[config.mk]
export PLATFORM = sky130hd
export DESIGN_NAME = lsr_readout
export DESIGN_NICKNAME = d
export VERILOG_FILES = /design/src/lsr_smbus_slave.sv /design/src/lsr_readout.sv
export SDC_FILE = /design/constraint.sdc
export NUM_CORES = 1
export LEC_CHECK = 0
export BUFFER_PORTS_ARGS = -buffer_cell sky130_fd_sc_hd__clkbuf_2
export CAP_MARGIN = 20
export CORE_MARGIN = 4
export CORE_UTILIZATION = 50
export DETAILED_ROUTE_END_ITERATION = 12
export GPL_ROUTABILITY_DRIVEN = 0
export PLACE_DENSITY = 0.76
export SLEW_MARGIN = 30
export SYNTH_ARGS = -nofsm -noshare
export SYNTH_HDL_FRONTEND = slang
export SYNTH_HIERARCHICAL = 1
export SYNTH_SLANG_ARGS = --single-unit
export TNS_END_PERCENT = 5
[constraint.sdc]
create_clock -name clk -period 2.3 [get_ports clk]
set_clock_uncertainty 0.1 [all_clocks]
set_input_delay 0.46 -clock clk [delete_from_list [all_inputs] [get_ports clk]]
set_output_delay 0.46 -clock clk [all_outputs]
set_load 0.01 [all_outputs]
[src/lsr_smbus_slave.sv]
`timescale 1ns/10ps
`default_nettype none

// ------------------------------------------------------------------
// Shared constants
// ------------------------------------------------------------------
package lsr_pkg;
	localparam int          CLK_HZ         = 200_000_000;
	localparam int          INTEG_TIME_MS  = 400;
	localparam int          INTEG_CYCLES   = (CLK_HZ / 1000) * INTEG_TIME_MS;
	localparam logic [7:0]  CMD_POWER_DOWN = 8'h00;
	localparam logic [7:0]  CMD_READ_CTRL  = 8'h03;
	localparam logic [7:0]  CMD_READ_CH0   = 8'h43;
	localparam logic [7:0]  CMD_READ_CH1   = 8'h83;
	localparam logic [7:0]  CMD_RESET      = 8'h00;
	localparam int          SEL_HI         = 7;
	localparam int          SEL_LO         = 6;
	localparam logic [1:0]  SEL_CTRL       = 2'h0;
	localparam logic [1:0]  SEL_CH0        = 2'h1;
	localparam logic [1:0]  SEL_CH1        = 2'h2;
	localparam int          ENABLE_BIT     = 1;
	localparam int          POWER_BIT      = 0;
	localparam int          VALID_BIT      = 7;
	// Arbitrary bus address; boards override it
	localparam logic [6:0]  DEV_ADDR       = 7'h2a;
	localparam logic [3:0]  BITS_PER_BYTE  = 4'h8;
	typedef enum logic [6:0] {
		ST_IDLE = 7'h01,
		ST_ADDR = 7'h02,
		ST_ACKA = 7'h04,
		ST_WR   = 7'h08,
		ST_ACKW = 7'h10,
		ST_RD   = 7'h20,
		ST_RACK = 7'h40
	} lsr_state_t;
endpackage : lsr_pkg

module lsr_smbus_slave #(
	parameter logic [6:0] DEV_ADDR = lsr_pkg::DEV_ADDR
) (
	input  wire logic       clk,
	input  wire logic       rst_b,
	input  wire logic       smbClkIn,
	input  wire logic       smbDataIn,
	output logic            smbDataOut,
	output logic            smbDataOe,
	input  wire logic [7:0] rdData,
	output logic            cmdStrobe,
	output logic [7:0]      cmdByte
);
	import lsr_pkg::*;

	// ------------------------------------------------------------------
	// Pin synchronisers and edge detection
	// ------------------------------------------------------------------
	logic       [1:0] sclSync;
	logic       [1:0] sdaSync;
	logic             sclPrev;
	logic             sdaPrev;
	lsr_state_t       state;
	logic       [3:0] bitCnt;
	logic       [7:0] shift;
	logic             isRead;

	wire sclS    = sclSync[1];
	wire sdaS    = sdaSync[1];
	wire sclRise = sclS & ~sclPrev;
	wire sclFall = ~sclS & sclPrev;
	wire startC  = sclS & sclPrev & sdaPrev & ~sdaS;
	wire stopC   = sclS & sclPrev & ~sdaPrev & sdaS;
	wire byteEnd = sclFall && (bitCnt == BITS_PER_BYTE);
	wire addrHit = (shift[7:1] == DEV_ADDR);

	// Open drain: only ever pulls low
	assign smbDataOut = 1'b0;

	always_ff @(posedge clk or negedge rst_b) begin
		if (!rst_b) begin
			sclSync <= 2'h3;
			sdaSync <= 2'h3;
			sclPrev <= 1'b1;
			sdaPrev <= 1'b1;
		end else begin
			sclSync <= {sclSync[0], smbClkIn};
			sdaSync <= {sdaSync[0], smbDataIn};
			sclPrev <= sclS;
			sdaPrev <= sdaS;
		end
	end

	// ------------------------------------------------------------------
	// Byte engine: Send Byte and Receive Byte only
	// ------------------------------------------------------------------
	always_ff @(posedge clk or negedge rst_b) begin
		if (!rst_b) begin
			state     <= ST_IDLE;
			bitCnt    <= 4'h0;
			shift     <= 8'h00;
			isRead    <= 1'b0;
			smbDataOe <= 1'b0;
			cmdStrobe <= 1'b0;
			cmdByte   <= CMD_RESET;
		end else begin
			cmdStrobe <= 1'b0;
			if (startC) begin
				state     <= ST_ADDR;
				bitCnt    <= 4'h0;
				smbDataOe <= 1'b0;
			end else if (stopC) begin
				state     <= ST_IDLE;
				smbDataOe <= 1'b0;
			end else begin
				case (state)
				ST_ADDR, ST_WR: begin
					if (sclRise) begin
						shift  <= {shift[6:0], sdaS};
						bitCnt <= bitCnt + 4'h1;
					end else if (byteEnd && state == ST_ADDR) begin
						isRead    <= shift[0];
						smbDataOe <= addrHit;
						state     <= addrHit ? ST_ACKA : ST_IDLE;
					end else if (byteEnd) begin
						// Latest command byte picks the read source
						cmdByte   <= shift;
						cmdStrobe <= 1'b1;
						smbDataOe <= 1'b1;
						state     <= ST_ACKW;
					end
				end
				ST_ACKA: begin
					if (sclFall) begin
						bitCnt <= 4'h0;
						if (isRead) begin
							shift     <= rdData;
							smbDataOe <= ~rdData[7];
							state     <= ST_RD;
						end else begin
							smbDataOe <= 1'b0;
							state     <= ST_WR;
						end
					end
				end
				ST_RD: begin
					if (sclRise) begin
						bitCnt <= bitCnt + 4'h1;
					end else if (byteEnd) begin
						smbDataOe <= 1'b0;
						state     <= ST_RACK;
					end else if (sclFall) begin
						shift     <= {shift[6:0], 1'b0};
						smbDataOe <= ~shift[6];
					end
				end
				ST_ACKW, ST_RACK: begin
					// Extra bytes are ignored until the next start
					if (sclFall) begin
						smbDataOe <= 1'b0;
						state     <= ST_IDLE;
					end
				end
				default: begin
					state     <= ST_IDLE;
					smbDataOe <= 1'b0;
				end
				endcase
			end
		end
	end

	property p_cmd_ack;
		@(posedge clk) disable iff (!rst_b)
		cmdStrobe |-> smbDataOe && state == ST_ACKW;
	endproperty
	a_cmd_ack: assert property (p_cmd_ack)
		else $error("command byte not acknowledged");
endmodule : lsr_smbus_slave

`default_nettype wire

[src/lsr_readout.sv]
// Contract
// - Repeated reads return the same held result, valid stays set.
// - A channel code changes only when its own conversion ends.
// - Channels convert alternately, 400 ms integration each.
// - Command register can be selected and read back.
// - Send Byte 0 clears converter enable and power on bits.
// - Commands 00h down, 03h control, 43h channel 0, 83h channel 1.
// - Receive Byte returns register chosen by latest command byte.
// - Result bit 7 set only after a conversion since enable.
`timescale 1ns/10ps
`default_nettype none

module lsr_readout #(
	parameter int         INTEG_CYCLES = lsr_pkg::INTEG_CYCLES,
	parameter logic [6:0] DEV_ADDR     = lsr_pkg::DEV_ADDR
) (
	input  wire logic       clk,
	input  wire logic       rst_b,
	input  wire logic       smbClkIn,
	input  wire logic       smbDataIn,
	output logic            smbDataOut,
	output logic            smbDataOe,
	input  wire logic [6:0] adcCode,
	output logic            convChannel,
	output logic            convDone,
	output logic            converterEnable,
	output logic            powerOn
);
	import lsr_pkg::*;

	localparam int CW = $clog2(INTEG_CYCLES + 1);
	localparam logic [CW-1:0] LAST = CW'(INTEG_CYCLES - 1);

	// ------------------------------------------------------------------
	// Command register and read selection
	// ------------------------------------------------------------------
	logic          [7:0] cmdReg;
	logic          [7:0] result0;
	logic          [7:0] result1;
	logic          [7:0] rdData;
	logic                cmdStrobe;
	logic          [7:0] cmdByte;
	logic       [CW-1:0] integCnt;
	logic                curChan;

	lsr_smbus_slave #(
		.DEV_ADDR (DEV_ADDR)
	) u_slave (
		.clk        (clk),
		.rst_b      (rst_b),
		.smbClkIn   (smbClkIn),
		.smbDataIn  (smbDataIn),
		.smbDataOut (smbDataOut),
		.smbDataOe  (smbDataOe),
		.rdData     (rdData),
		.cmdStrobe  (cmdStrobe),
		.cmdByte    (cmdByte)
	);

	// Reset state is powered down, as after power-up
	always_ff @(posedge clk or negedge rst_b) begin
		if (!rst_b)
			cmdReg <= CMD_RESET;
		else if (cmdStrobe)
			cmdReg <= cmdByte;
	end

	assign converterEnable = cmdReg[ENABLE_BIT];
	assign powerOn         = cmdReg[POWER_BIT];
	wire running = converterEnable & powerOn;
	wire [1:0] sel = cmdReg[SEL_HI:SEL_LO];

	// Unused select code falls back to the control register
	assign rdData = (sel == SEL_CH0) ? result0 :
			(sel == SEL_CH1) ? result1 :
			cmdReg;

	// ------------------------------------------------------------------
	// Alternating integration sequencer
	// ------------------------------------------------------------------
	wire doneNow = running && (integCnt == LAST);
	assign convDone    = doneNow;
	assign convChannel = curChan;

	always_ff @(posedge clk or negedge rst_b) begin
		if (!rst_b) begin
			integCnt <= '0;
			curChan  <= 1'b0;
		end else if (!running) begin
			integCnt <= '0;
			curChan  <= 1'b0;
		end else if (doneNow) begin
			integCnt <= '0;
			curChan  <= ~curChan;
		end else begin
			integCnt <= integCnt + CW'(1);
		end
	end

	// Codes keep their value across power down; only valid drops
	always_ff @(posedge clk or negedge rst_b) begin
		if (!rst_b) begin
			result0 <= 8'h00;
			result1 <= 8'h00;
		end else if (!running) begin
			result0[VALID_BIT] <= 1'b0;
			result1[VALID_BIT] <= 1'b0;
		end else if (doneNow && !curChan) begin
			result0 <= {1'b1, adcCode};
		end else if (doneNow) begin
			result1 <= {1'b1, adcCode};
		end
	end

	// ------------------------------------------------------------------
	// Checks
	// ------------------------------------------------------------------
	property p_ctrl_readback;
		@(posedge clk) disable iff (!rst_b)
		cmdStrobe && cmdByte == CMD_READ_CTRL |=> rdData == CMD_READ_CTRL;
	endproperty
	a_ctrl_readback: assert property (p_ctrl_readback)
		else $error("control readback wrong");

	property p_power_down;
		@(posedge clk) disable iff (!rst_b)
		cmdStrobe && cmdByte == CMD_POWER_DOWN
			|=> !converterEnable && !powerOn
			##1 !result0[VALID_BIT] && !result1[VALID_BIT];
	endproperty
	a_power_down: assert property (p_power_down)
		else $error("power down did not clear enables");

	property p_sel_ch1;
		@(posedge clk) disable iff (!rst_b)
		cmdStrobe && cmdByte == CMD_READ_CH1 |=> rdData == result1;
	endproperty
	a_sel_ch1: assert property (p_sel_ch1)
		else $error("channel 1 select wrong");

	property p_hold_read;
		@(posedge clk) disable iff (!rst_b)
		running && !cmdStrobe && !doneNow |=> $stable(rdData);
	endproperty
	a_hold_read: assert property (p_hold_read)
		else $error("read data moved without cause");

	property p_ch0_stable;
		@(posedge clk) disable iff (!rst_b)
		running && !(doneNow && !curChan) |=> $stable(result0[6:0]);
	endproperty
	a_ch0_stable: assert property (p_ch0_stable)
		else $error("channel 0 changed without conversion");

	property p_alternate;
		@(posedge clk) disable iff (!rst_b)
		doneNow && running ##1 running |-> curChan != $past(curChan);
	endproperty
	a_alternate: assert property (p_alternate)
		else $error("channel did not alternate");

	property p_valid_set;
		@(posedge clk) disable iff (!rst_b)
		doneNow && curChan |=> result1 == {1'b1, $past(adcCode)};
	endproperty
	a_valid_set: assert property (p_valid_set)
		else $error("channel 1 result not stored valid");

	property p_no_valid_off;
		@(posedge clk) disable iff (!rst_b)
		!running ##1 !running |-> !result0[VALID_BIT] && !result1[VALID_BIT];
	endproperty
	a_no_valid_off: assert property (p_no_valid_off)
		else $error("valid set while powered down");

	property p_valid_ch0;
		@(posedge clk) disable iff (!rst_b)
		doneNow && !curChan |=> result0 == {1'b1, $past(adcCode)};
	endproperty
	a_valid_ch0: assert property (p_valid_ch0)
		else $error("channel 0 result not stored valid");

	property p_ch1_stable;
		@(posedge clk) disable iff (!rst_b)
		running && !(doneNow && curChan) |=> $stable(result1[6:0]);
	endproperty
	a_ch1_stable: assert property (p_ch1_stable)
		else $error("channel 1 changed without conversion");

	property p_sel_ch0;
		@(posedge clk) disable iff (!rst_b)
		cmdStrobe && cmdByte == CMD_READ_CH0 |=> rdData == result0;
	endproperty
	a_sel_ch0: assert property (p_sel_ch0)
		else $error("channel 0 select wrong");

	// Valid must survive reads and the other channel's conversion
	property p_valid_hold;
		@(posedge clk) disable iff (!rst_b)
		running && result0[VALID_BIT] |=> result0[VALID_BIT];
	endproperty
	a_valid_hold: assert property (p_valid_hold)
		else $error("channel 0 valid dropped while running");

	property p_restart;
		@(posedge clk) disable iff (!rst_b)
		!running |=> !curChan && integCnt == '0;
	endproperty
	a_restart: assert property (p_restart)
		else $error("sequencer did not restart at channel 0");

	property p_done_pulse;
		@(posedge clk) disable iff (!rst_b)
		doneNow |=> !doneNow;
	endproperty
	a_done_pulse: assert property (p_done_pulse)
		else $error("conversion done lasted more than one cycle");

	c_readback: cover property (@(posedge clk) disable iff (!rst_b)
		cmdStrobe && cmdByte == CMD_READ_CTRL);
	c_conv0: cover property (@(posedge clk) disable iff (!rst_b)
		doneNow && !curChan);
	c_conv1: cover property (@(posedge clk) disable iff (!rst_b)
		doneNow && curChan);
	c_power_down: cover property (@(posedge clk) disable iff (!rst_b)
		cmdStrobe && cmdByte == CMD_POWER_DOWN);
	c_sel_ch1: cover property (@(posedge clk) disable iff (!rst_b)
		cmdStrobe && cmdByte == CMD_READ_CH1);
endmodule : lsr_readout

`default_nettype wire

# Word level (Yosys, flattened, before mapping)
# Index checks and enable logic that the tools add are counted.
# W data, S select, Z words.
# classes
addsub,2
eq_ne,30
mux,53
n_bitwise,20
n_reduce_logical,19
# ops
operator,count
$mux W8,11
$mux W7,9
$mux W27,2
$pmux W7 S4,1
$add A27 B1 Y27 const B,1
$eq A27 B27 Y1 const B,1
$pmux W8 S3,1
$mux W1,21
$reduce_and A6 Y1,3
$mux W4,4
$eq A7 B6 Y1 const B,2
$ne A2 B1 Y1 const B,7
$ne A4 B1 Y1 const B,3
$not A1 Y1,12
$ne A5 B1 Y1 const B,2
$reduce_and A9 Y1,1
$and A1 B1 Y1,8
$ne A4 B4 Y1 const B,2
$pmux W4 S2,1
$eq A7 B2 Y1 const B,1
$eq A7 B3 Y1 const B,1
$eq A7 B4 Y1 const B,1
$eq A7 B5 Y1 const B,1
$eq A7 B7 Y1 const B,1
other kinds (18),27
# totals
register_bits,88
input_bits,11
out_inout_bits,6
elab_cells,142

# Longest topological paths before layout
# Gate-level depths: netlist of the first run.
# logic_depth
ltp_word,9
ltp_mapped,9
ltp_nobuf,7

# Modules after synthesis
# The synthesis of the first run kept the hierarchy.
# by_module_without_submodules
module,n_inst,cells_each,area_each_um2,seq_area_each_um2
lsr_readout,1,250,2686.3,1301.2
lsr_smbus_slave,1,168,1966.9,909.6

# Least setup slack after synthesis of the first run
# No wires, ideal clock.
# synth_timing
path_kind,flip-flop to flip-flop
from,reg u_slave.state[1]
to,reg u_slave.shift[3]
setup_time_ns,0.125
arrival_time_ns,2.027
required_time_ns,2.075
setup_slack_ns,0.048
stages_incl_launch_ff,8
path_buffers,3
synth_period_minus_slack_ns,2.252
cell_sequence,dfrtp_1 -> buf_6 -> or4b_4 -> or2_1 -> buf_6 -> buf_8 -> mux2_4 -> mux2_4
# synth_between
elab_chain_cells,4
elab_cells_between_ends,14
classes_between,10 x eq/ne; 1 x mux; 3 x reduce/logical
# synth_lines
element,line_no,rtl
from (decl),lsr_smbus_slave.sv:60,lsr_state_t state;
from (signal assigned),lsr_smbus_slave.sv:121,state <= addrHit ? ST_ACKA : ST_IDLE;
$eq A7 B4 Y1 / $eq A7 B2 Y1 (equally long branches),lsr_smbus_slave.sv:113,case (state)
$reduce_or A2 Y1,lsr_smbus_slave.sv:113,
$ne A2 B1 Y1 (no source line) / $reduce_bool A3 Y1 (equally long branches),--,
$reduce_and A9 Y1 (no source line),--,
to (signal assigned),lsr_smbus_slave.sv:116,"shift <= {shift[6:0], sdaS};"
to (signal assigned),lsr_smbus_slave.sv:134,shift <= rdData;
to (signal assigned),lsr_smbus_slave.sv:150,"shift <= {shift[6:0], 1'b0};"
to (decl),lsr_smbus_slave.sv:62,logic [7:0] shift;
# Parallel ways exist; a longest one is shown, timed or not.
# A chain may end at the register's enable or synchronous reset.

# Final worst setup path of the first run
# layout_timing
from,reg integCnt[21]
to,out convDone
# layout_between
elab_chain_cells,2
# layout_lines
element,line_no,rtl
from (decl),lsr_readout.sv:43,logic [CW-1:0] integCnt;
from (signal assigned),lsr_readout.sv:96,integCnt <= integCnt + CW'(1);
$eq A27 B27 Y1,lsr_readout.sv:81,wire doneNow = running && (integCnt == LAST);
$logic_and A1 B1 Y1,lsr_readout.sv:81,
to (decl),lsr_readout.sv:25,"output logic convDone,"
# No other way between the ends.

==> impl_metrics.ini, run 1 <==
[outcome]
run_status = completed

[route]
detail_route.first_pass.iterations = 4
route.antenna.remaining_nets = 0
drc = 0
detail_route.iter0.violations = 161
vias = 3475
drt-total-wl_um = 9470
avgRoutedWirePerCell_um = 16.6
vias_per_cell = 6.09

[die]
core.rowCount = 34
initial_utilization = 0.523
design.portCount = 17
die_height_um = 104
core_region_area_um2 = 8890
fp.dieArea_um2 = 10900
die_width_um = 104

[sta]
max_slew_margin = 0.478
final_setup_violation_count = 0
timing.final.hold_violations = 0
worst-slew-pin-transition_ns = 0.783
final.hold.worst_slack_ns = 0.0877
maxSlewViolCount = 0
final_cycle_utilization_of_the_critical_path = 0.978
setup_repair_after_global_routing_missed_its_margin = true
fin_crit_ns = 2.25
timing.fmax_mhz = 445

[yosys]
yosys.area_share.simple = 0.194
synth_largest_area_cell = sky130_fd_sc_hd__dfrtp_1
ys_seq_elements = 88
synth_compound_area_frac = 0.126
synth_fa_ha_area_frac = 0.00807
yosysSeqAreaShare = 0.475
syn_inst = 418
synth_cell_type_count = 65
post_synth_main_area_contributors = sky130_fd_sc_hd__dfrtp_1 (44%), sky130_fd_sc_hd__mux2_2 (9.2%), sky130_fd_sc_hd__dfstp_2 (4.0%)
post_synth.cell_area_avg_um2 = 11.1
synthFlopType = sky130_fd_sc_hd__dfrtp_1
synth_top_family_by_area = simple AND/OR/NAND/NOR gates
top_post_synthesis_cells_by_count = sky130_fd_sc_hd__dfrtp_1 (81), sky130_fd_sc_hd__mux2_2 (38), sky130_fd_sc_hd__a21oi_1 (27)
yosys.cell_count.top_type = sky130_fd_sc_hd__dfrtp_1
synth_fp_nets = 432
ys_async_sr_fraction = 1.00
yosysWarnings = 6
synth_area_um2 = 4650
synth-edff-count = 0
post_synth_top_area_share = 0.436
post_synth_mux_area_share = 0.131
yosys.area_share.xor_xnor = 0.0320

[pwr]
power.ir.vdd_worst_mv = 0.395
total_leakage_power_nw = 2.25
pwr_density_cell_nw_per_um2 = 520

[global_routing]
total_track_usage = 0.181
grt_start_max_net_pins = 49
grt_first_pass_wirelength_um = 16300
initial_antenna_violation_count = 0
first_global_vias = 3532
grt_remaining_overflow = 0

[critical_path]
critical-path-top-delay-family = simple AND/OR/NAND/NOR gates
cp.buffers_inverters = 1
crit-reg2reg-launch = u_slave/state[2]
worst_setup_path_end_kind = output port
cpPeakStageDelay_ns = 0.44
critPathLaunchType = flop
setup.reg_to_reg.worst_slack_ns = 0.08
worst-endpoint-required_ns = 1.74
ff2ff_path_depth = 5
critical_path_startpoint = integCnt[21]
worstPathCellList = and4bb_2 > nand4_1 > nor3_2 > clkbuf_2
crit_path_top_delay_cell = sky130_fd_sc_hd__dfrtp_1
crit_arrival_ns = 1.69
worstReg2RegEnd = u_slave/shift[4]
worst-path-max-fanout = 6
critical_path_class = reg2out

[clock_network]
htreeDepth = 3
clock_path_buffers = 2
clock_insertion_delay_worst_skew_ns = 0.35
tritoncts_num_sinks = 88
tritoncts.num_buffers = 9
cts_tree = built
clk_root_buffer_cell = sky130_fd_sc_hd__clkbuf_8
clk_pin_slew_worst_paths_ns = 0.08

[min_path]
hold_path_end = u_slave/sdaSync[0]
hp-start = smbDataIn
timing.hold.worst.class = in2reg
holdPathStages = 1

[place]
dpl.hpwl_um = 6670
port_buffers = 15
post-place-cells = 549

[layout]
fin_nets = 472
finalNonFillerCells = 571
syn2layout_area_growth_pct = 13.4
antenna_cells = 0
final_layout_size_suffix_gt1_frac = 0.298

[run]
timing.max_cap.violations = 0
==> kinds of logic (layout without fill, tap and decap cells) <==
family	Yosys count	in the layout
AND/OR/NAND/NOR	140	140
AO/OA/AOI/OAI	87	87
buffers and inverters	30	75
adder cells (fa/ha/maj)	3	3
multiplexers	52	52
XOR/XNOR	17	17
flip-flops	88	88
other	1	1
==> per-stage QoR <==
| stage | setup WS, ns | area [um2] | setup TNS (ns) | power [mW] | utilization |
|---|---|---|---|---|---|
| final | 0.0512 | 5280 | 0 | 2.74 | 0.593 |
| after detailed placement | 0.0758 | 4970 | 0 | 1.68 | 0.560 |
| after CTS | 0.00278 | 5220 | 0 | 2.77 | 0.588 |
| after global placement | 0.113 | 4970 | 0 | 1.68 | 0.560 |
| after floorplan | 0.0484 | 4650 | 0 | 1.62 | - |
| after global routing | -0.0320 | 5280 | -0.0320 | 2.85 | 0.593 |
==> per-layer routing <==
metal	part of all wire	track usage
met4	0.020	0.0779
met3	0.033	0.0261
met2	0.49	0.297
met5	0	0
met1	0.46	0.239
==> final cells by class <==
type | count | area, um2
tap | 108 | 135
sequential | 88 | 2210
multi-input combinational | 300 | 2320
inverter | 12 | 45.0
clock inverter | 5 | 65.1
timing repair buffer | 47 | 358
clock buffer | 11 | 141
fill | 697 | 3620
==> worst register-to-register path, delay by kind of cell (launching register included) <==
family | cells | cell delay, ns
simple gates | 2 | 0.77
buf+inv | 1 | 0.19
flops | 1 | 0.50
mux | 2 | 0.56
==> cells in the final DEF (no fill, tap or decap), drive strengths merged, types with 2 or more instances in the layout <==
cell type  instances
a22o               2
o32ai              2
and4bb             2
nor2              25
and2               4
nand2             24
or4b               2
a21boi             2
ha                 3
inv               13
mux2i              6
dfrtp             81
o31ai             11
o21ai             19
and4               4
nor4b              3
or3                6
nor4               5
xnor2              6
buf               32
clkinvlp           2
dfstp              7
nor3               8
nand2b             3
a21oi             27
o211ai             2
o41ai              4
a211oi             8
nand4b             2
or2                2
and3               4
nor2b              8
nand4             15
o21bai             2
or4                9
nand3b             3
clkbuf            25
nand3             11
xor2              11
mux2              46
==> where the power goes <==
| group | internal (mW) | switching [mW] | leakage [nW] |
|---|---|---|---|
| Combinational | 0.0307 | 0.0539 | 0.948 |
| Clock | 0.542 | 0.549 | 0.0977 |
| Sequential | 1.56 | 0.00879 | 1.20 |
| Total | 2.13 | 0.612 | 2.25 |
==> flip-flops by register name, summed over array words and instances, names as in the netlist <==
signal / flops
cmdReg: 8
convChannel: 1
integCnt: 27
result0: 8
result1: 8
u_slave/bitCnt: 4
u_slave/cmdByte: 8
u_slave/cmdStrobe: 1
u_slave/isRead: 1
u_slave/sclPrev: 1
u_slave/sclSync: 2
u_slave/sdaPrev: 1
u_slave/sdaSync: 2
u_slave/shift: 8
u_slave/smbDataOe: 1
u_slave/state: 7
==> worst max-delay path by stage <==
stage                        to  slack [ns]  cells after the start
2_1_floorplan  u_slave/shift[3]        0.05                      7
3_3_place_gp   u_slave/shift[4]        0.11                      5
3_5_place_dp   u_slave/shift[4]        0.08                      5
4_1_cts                convDone       0.003                      4
5_1_grt                convDone       -0.03                      4
6_report               convDone        0.05                      4
==> what timing repair did <==
action / CTS / global route
hold buffers: 1 / 0
gates resized for setup: 4 / 6
endpoints found under the setup margin: 1 / 18
setup buffers: 3 / 2
pin swaps: 2 / 1
endpoints found under the hold margin: 19 / 0
Power figures use the tool's default switching activity.
==> run 2: changes to the inputs <==
==> constraint.sdc (replaced) <==
create_clock -name clk -period 1.85 [get_ports clk]
set_clock_uncertainty 0.1 [all_clocks]
set_input_delay 0.37 -clock clk [delete_from_list [all_inputs] [get_ports clk]]
set_output_delay 0.37 -clock clk [all_outputs]
set_load 0.01 [all_outputs]
==> run 2 against run 1 <==
Compared with the run above:
- the flow now finishes with violations (negative setup slack)
- utilization grew 8.8 points
- worst setup slack lost 0.43 ns
- via count grew 13%
- combinational power grew 77%
- design area grew 15%
==> impl_metrics.ini, run 2 (synthesis gave the netlist of run 1 again) <==
[outcome]
run_status = finished, violations left
violations = negative setup slack

[layout]
final_layout_size_suffix_gt1_frac = 0.421
max_flop_register = integCnt
final_cell_area_um2 = 6060
antenna_cells = 0
number_of_flip_flops_under_the_largest_register_name = 27
leading_cell_type_in_the_layout_fill_and_taps_excluded = sky130_fd_sc_hd__buf_4
num-fill-cells = 573
fin_nets = 539
commonest_cells_after_routing_fill_and_taps_aside = sky130_fd_sc_hd__buf_4 (80), sky130_fd_sc_hd__dfrtp_1 (79), sky130_fd_sc_hd__mux2_4 (31)
finalNonFillerCells = 638
syn2layout_area_growth_pct = 30.3

[sta]
timing.fmax_mhz = 449
timing.final.hold_violations = 0
maxSlewViolCount = 0
worst-slew-pin-transition_ns = 0.536
post-route-worst-setup-slack_ns = -0.377
final_cycle_utilization_of_the_critical_path = 1.20
max_slew_margin = 0.643
final_setup_violation_count = 52
setup_repair_after_global_routing_missed_its_margin = true
totalNegativeSetupSlack_ns = -7.38
fin_crit_ns = 2.23
final.hold.worst_slack_ns = 0.152

[place]
dpl.hpwl_um = 7770
placed_area_um2 = 5470
post-place-cells = 610
port_buffers = 15

[route]
drc = 0
drt-total-wl_um = 12300
vias_per_cell = 6.14
detail_route.iter0.violations = 249
detail_route.first_pass.iterations = 5
avgRoutedWirePerCell_um = 19.2
route.antenna.remaining_nets = 0
vias = 3915

[global_routing]
grt_remaining_overflow = 0
initial_antenna_violation_count = 0
first_global_vias = 3997
total_track_usage = 0.222
grt_start_max_net_pins = 32
grt_first_pass_wirelength_um = 19600

[clock_network]
clock_insertion_delay_worst_skew_ns = 0.36
htreeDepth = 3
clk_pin_slew_worst_paths_ns = 0.09
tritoncts_num_sinks = 88
clk_root_buffer_cell = sky130_fd_sc_hd__clkbuf_8
tritoncts.num_buffers = 9
cts_tree = built
clock_path_buffers = 2

[critical_path]
critPathLaunchType = flop
crit_arrival_ns = 1.76
worst-path-max-fanout = 3
ff2ff_path_depth = 5
worstPathCellList = nor3_1 > buf_4 > nand4_1 > nor3_2 > buf_2
cpPeakStageDelay_ns = 0.41
critical_path_class = reg2out
crit_path_top_delay_cell = sky130_fd_sc_hd__dfrtp_1
worst-endpoint-required_ns = 1.38
worst_setup_path_end_kind = output port

[pwr]
sequentialPowerShare = 0.567
p_int_mw = 2.63
power.share.clock = 0.389
power.ir.vdd_worst_mv = 0.608
pwr_density_cell_nw_per_um2 = 566
total_leakage_power_nw = 2.69
switching_power_mw = 0.803
switching_share = 0.234
combPwrFrac = 0.044

[die]
design.portCount = 17
die_width_um = 104
die_height_um = 104
initial_utilization = 0.523
fp.dieArea_um2 = 10900
core_region_area_um2 = 8890
core.rowCount = 34

[run]
timing.max_cap.violations = 0

[min_path]
timing.hold.worst.class = in2reg
holdPathStages = 2
[run 2: layout make-up]
cell class	instances	area, um2	area share
multi-input combinational	300	2530	0.417
timing repair buffer	114	945	0.156
inverter	12	45.0	0.00743
clock inverter	6	68.8	0.0114
clock buffer	10	128	0.0211
sequential	88	2210	0.365
tap	108	135	0.0223
[run 2: repair_timing]
item,4_1_cts,5_1_grt
pin swaps,21,14
gates resized for setup,49,30
hold endpoints to repair,31,0
endpoints found under the setup margin,70,72
buffers inserted,7,2
hold buffers,3,0
[run 2: critical path: cells and delay by family, from the launching register on]
kind | cells | cell delay, ns
and+or+nand+nor | 3 | 0.63
DFF | 1 | 0.41
buffers and inverters | 2 | 0.36
[run 2: power by group through the flow]
stage | clock network (mW) | registers, mW | logic (mW)
2_1_floorplan | 0 | 1.99 | 0.0342
3_3_place_gp | 0 | 1.98 | 0.127
3_5_place_dp | 0 | 1.98 | 0.131
4_1_cts | 1.36 | 1.95 | 0.144
5_1_grt | 1.45 | 1.95 | 0.164
6_report | 1.34 | 1.95 | 0.150
[run 2: layer usage]
metal,up-vias,part of all wire,GRT usage
met5,-,0,0
li1,1767,-,-
met1,1969,0.42,0.285
met4,0,0.032,0.0788
met3,38,0.045,0.0416
met2,141,0.50,0.375
[run 2: worst paths after layout]
kind	start	to	slack, ns
setup / recovery	integCnt[11]	convDone	-0.38
hold / removal	adcCode[3]	result0[3]	0.15
setup reg to reg	u_slave/state[1]	u_slave/shift[6]	-0.27
hold reg to reg	u_slave/sclSync[0]	u_slave/sclSync[1]	0.26
max in group asynchronous	rst_b	u_slave/sdaPrev	0.68
min in group asynchronous	rst_b	integCnt[3]	0.40
[run 2: through the flow]
| stage | total power, mW | util | setup slack (ns) |
|---|---|---|---|
| after detailed placement | 2.12 | 0.615 | -0.454 |
| after global routing | 3.57 | 0.682 | -0.457 |
| final | 3.43 | 0.682 | -0.377 |
| after global placement | 2.11 | 0.615 | -0.398 |
| after CTS | 3.45 | 0.667 | -0.430 |
| after floorplan | 2.02 | - | -0.368 |
==> run 3: changes to the inputs <==
--- a/config.mk
+++ b/config.mk
@@ -8,10 +8,10 @@
 export BUFFER_PORTS_ARGS = -buffer_cell sky130_fd_sc_hd__clkbuf_2
 export CAP_MARGIN = 20
 export CORE_MARGIN = 4
-export CORE_UTILIZATION = 50
+export CORE_UTILIZATION = 56
 export DETAILED_ROUTE_END_ITERATION = 12
 export GPL_ROUTABILITY_DRIVEN = 0
-export PLACE_DENSITY = 0.76
+export PLACE_DENSITY = 0.83
 export SLEW_MARGIN = 30
 export SYNTH_ARGS = -nofsm -noshare
 export SYNTH_HDL_FRONTEND = slang
==> run 3 against run 2 <==
Compared with the run above:
- the run still ends with negative setup slack left
- non-clock buffer count is 3 higher
- die area is 9.9% lower
- clock power is 16% higher
- combinational power is 8% higher
- design area is 2.3% higher
- flip-flop and latch count stayed put
- critical path type unchanged
- via count is 15% higher
==> impl_metrics.ini, run 3 (synthesis gave the netlist of run 1 again) <==
[outcome]
run_status = finished, violations left
violations = negative setup slack

[global_routing]
initial_antenna_violation_count = 0
total_track_usage = 0.315
grt_start_max_net_pins = 32
first_global_vias = 4531
grt_first_pass_wirelength_um = 24200
grt_remaining_overflow = 0

[critical_path]
critPathLaunchType = flop
critical_path_class = reg2out
setup.reg_to_reg.worst_slack_ns = -0.41
crit-reg2reg-launch = integCnt[11]
worst_setup_path_end_kind = output port
worst-endpoint-required_ns = 1.38
worst-path-max-fanout = 2
critical_path_startpoint = integCnt[16]
crit_arrival_ns = 1.88
worstReg2RegEnd = result0[0]
ff2ff_path_depth = 6

[die]
design.portCount = 17
initial_utilization = 0.590
fp.dieArea_um2 = 9830
core_region_area_um2 = 7890
core.rowCount = 32
die_height_um = 99.2
die_width_um = 99.2

[min_path]
hold_path_end = result0[6]
holdPathStages = 2
hp-start = adcCode[6]
timing.hold.worst.class = in2reg

[layout]
syn2layout_area_growth_pct = 33.2
leading_cell_type_in_the_layout_fill_and_taps_excluded = sky130_fd_sc_hd__buf_4
commonest_cells_after_routing_fill_and_taps_aside = sky130_fd_sc_hd__buf_4 (84), sky130_fd_sc_hd__dfrtp_1 (78), sky130_fd_sc_hd__mux2_4 (32)
final_cell_area_um2 = 6200
final_layout_size_suffix_gt1_frac = 0.456
layout.core_utilization = 0.786
antenna_cells = 0
max_flop_register = integCnt
number_of_flip_flops_under_the_largest_register_name = 27
fin_nets = 542

[sta]
post-route-worst-setup-slack_ns = -0.504
timing.fmax_mhz = 425
timing.final.hold_violations = 0
maxSlewViolCount = 0
max_slew_margin = 0.613
final_setup_violation_count = 71
worst-slew-pin-transition_ns = 0.580
final_cycle_utilization_of_the_critical_path = 1.27
fin_crit_ns = 2.35
setup_repair_after_global_routing_missed_its_margin = true

[pwr]
combPwrFrac = 0.044
switching_power_mw = 0.854
switching_share = 0.233
power.ir.vdd_worst_mv = 0.672
power.share.clock = 0.424
total_leakage_power_nw = 2.74
sequentialPowerShare = 0.532
p_int_mw = 2.81
pwr_density_cell_nw_per_um2 = 592

[clock_network]
tritoncts.num_buffers = 9
clock_insertion_delay_worst_skew_ns = 0.37
tritoncts_num_sinks = 88
clk_root_buffer_cell = sky130_fd_sc_hd__clkbuf_8
clk_pin_slew_worst_paths_ns = 0.09
clock_path_buffers = 2
htreeDepth = 3
cts_tree = built

[route]
vias_per_cell = 7.07
vias = 4490
drc = 0
detail_route.iter0.violations = 561
drt-total-wl_um = 16600
avgRoutedWirePerCell_um = 26.1
route.antenna.remaining_nets = 0
detail_route.first_pass.iterations = 5

[place]
placed_area_um2 = 5510
port_buffers = 15
dpl.hpwl_um = 8200

[run]
timing.max_cap.violations = 0
-- run 3: cell count changes in the layout (fill, tap and decap cells not counted), moves of 2 or more --
cell,previous run,this run
sky130_fd_sc_hd__buf_4,80,84
sky130_fd_sc_hd__o21ai_1,8,4
sky130_fd_sc_hd__clkinvlp_4,4,1
sky130_fd_sc_hd__nand2_1,24,21
sky130_fd_sc_hd__nand2_2,0,3
sky130_fd_sc_hd__buf_6,11,9
sky130_fd_sc_hd__o21ai_0,10,12
-- run 3: how the worst max path moves through the flow --
stage               depth (start not counted)  slack, ns                end
CTS                                         4      -0.37           convDone
floorplan                                   7      -0.37   u_slave/shift[3]
global route                                4      -0.56           convDone
detailed placement                          5      -0.45   u_slave/shift[1]
global placement                            6      -0.36  u_slave/smbDataOe
finish                                      4      -0.50           convDone
-- run 3: power by group through the flow --
stage                     sequential (mW)  clock, mW  combinational [mW]
after CTS                            1.95       1.52               0.154
after global placement               1.98          0               0.131
final                                1.95       1.55               0.162
after detailed placement             1.99          0               0.137
after global routing                 1.95       1.64               0.176
after floorplan                      1.99          0              0.0342
-- run 3: per-stage QoR --
| step | total power [mW] | setup TNS [ns] | worst slack [ns] | cells | hold slack (ns) |
|---|---|---|---|---|---|
| floorplan | 2.02 | -7.64 | -0.368 | 418 | -0.0256 |
| global placement | 2.12 | -7.14 | -0.363 | 609 | 0.229 |
| detailed placement | 2.12 | -11.55 | -0.451 | 609 | 0.236 |
| CTS | 3.63 | -6.81 | -0.371 | 634 | 0.154 |
| global route | 3.77 | -16.63 | -0.556 | 635 | 0.153 |
| finish | 3.67 | -14.58 | -0.504 | 635 | 0.154 |
-- run 3: layer usage --
metal,track usage,up-vias,wire (um)
met5,0,-,0
li1,-,1770,-
met3,0.0631,156,1640
met4,0.189,0,1420
met1,0.384,2175,5650
met2,0.518,389,7900
-- run 3: area by class of cell --
type | instances | area [um2]
Tap cell | 102 | 128
Clock buffer | 10 | 138
Multi-Input combinational cell | 300 | 2610
Sequential cell | 88 | 2210
Clock inverter | 6 | 90.1
Inverter | 12 | 45.0
Fill cell | 381 | 1690
Timing Repair Buffer | 117 | 972
-- run 3: worst max-delay path, stage by stage (launching register included) --
cell and delay (ns):
sky130_fd_sc_hd__dfrtp_1 0.43, sky130_fd_sc_hd__nor4b_4 0.43, sky130_fd_sc_hd__nand4_1 0.28, sky130_fd_sc_hd__nor3_2 0.23
sky130_fd_sc_hd__buf_2 0.15
-- run 3: what timing repair did --
action / CTS / global route
buffers inserted: 6 / 2
resized for setup: 66 / 27
hold buffers: 3 / 0
hold endpoints to repair: 25 / 0
pin swaps: 18 / 10
endpoints found under the setup margin: 73 / 73
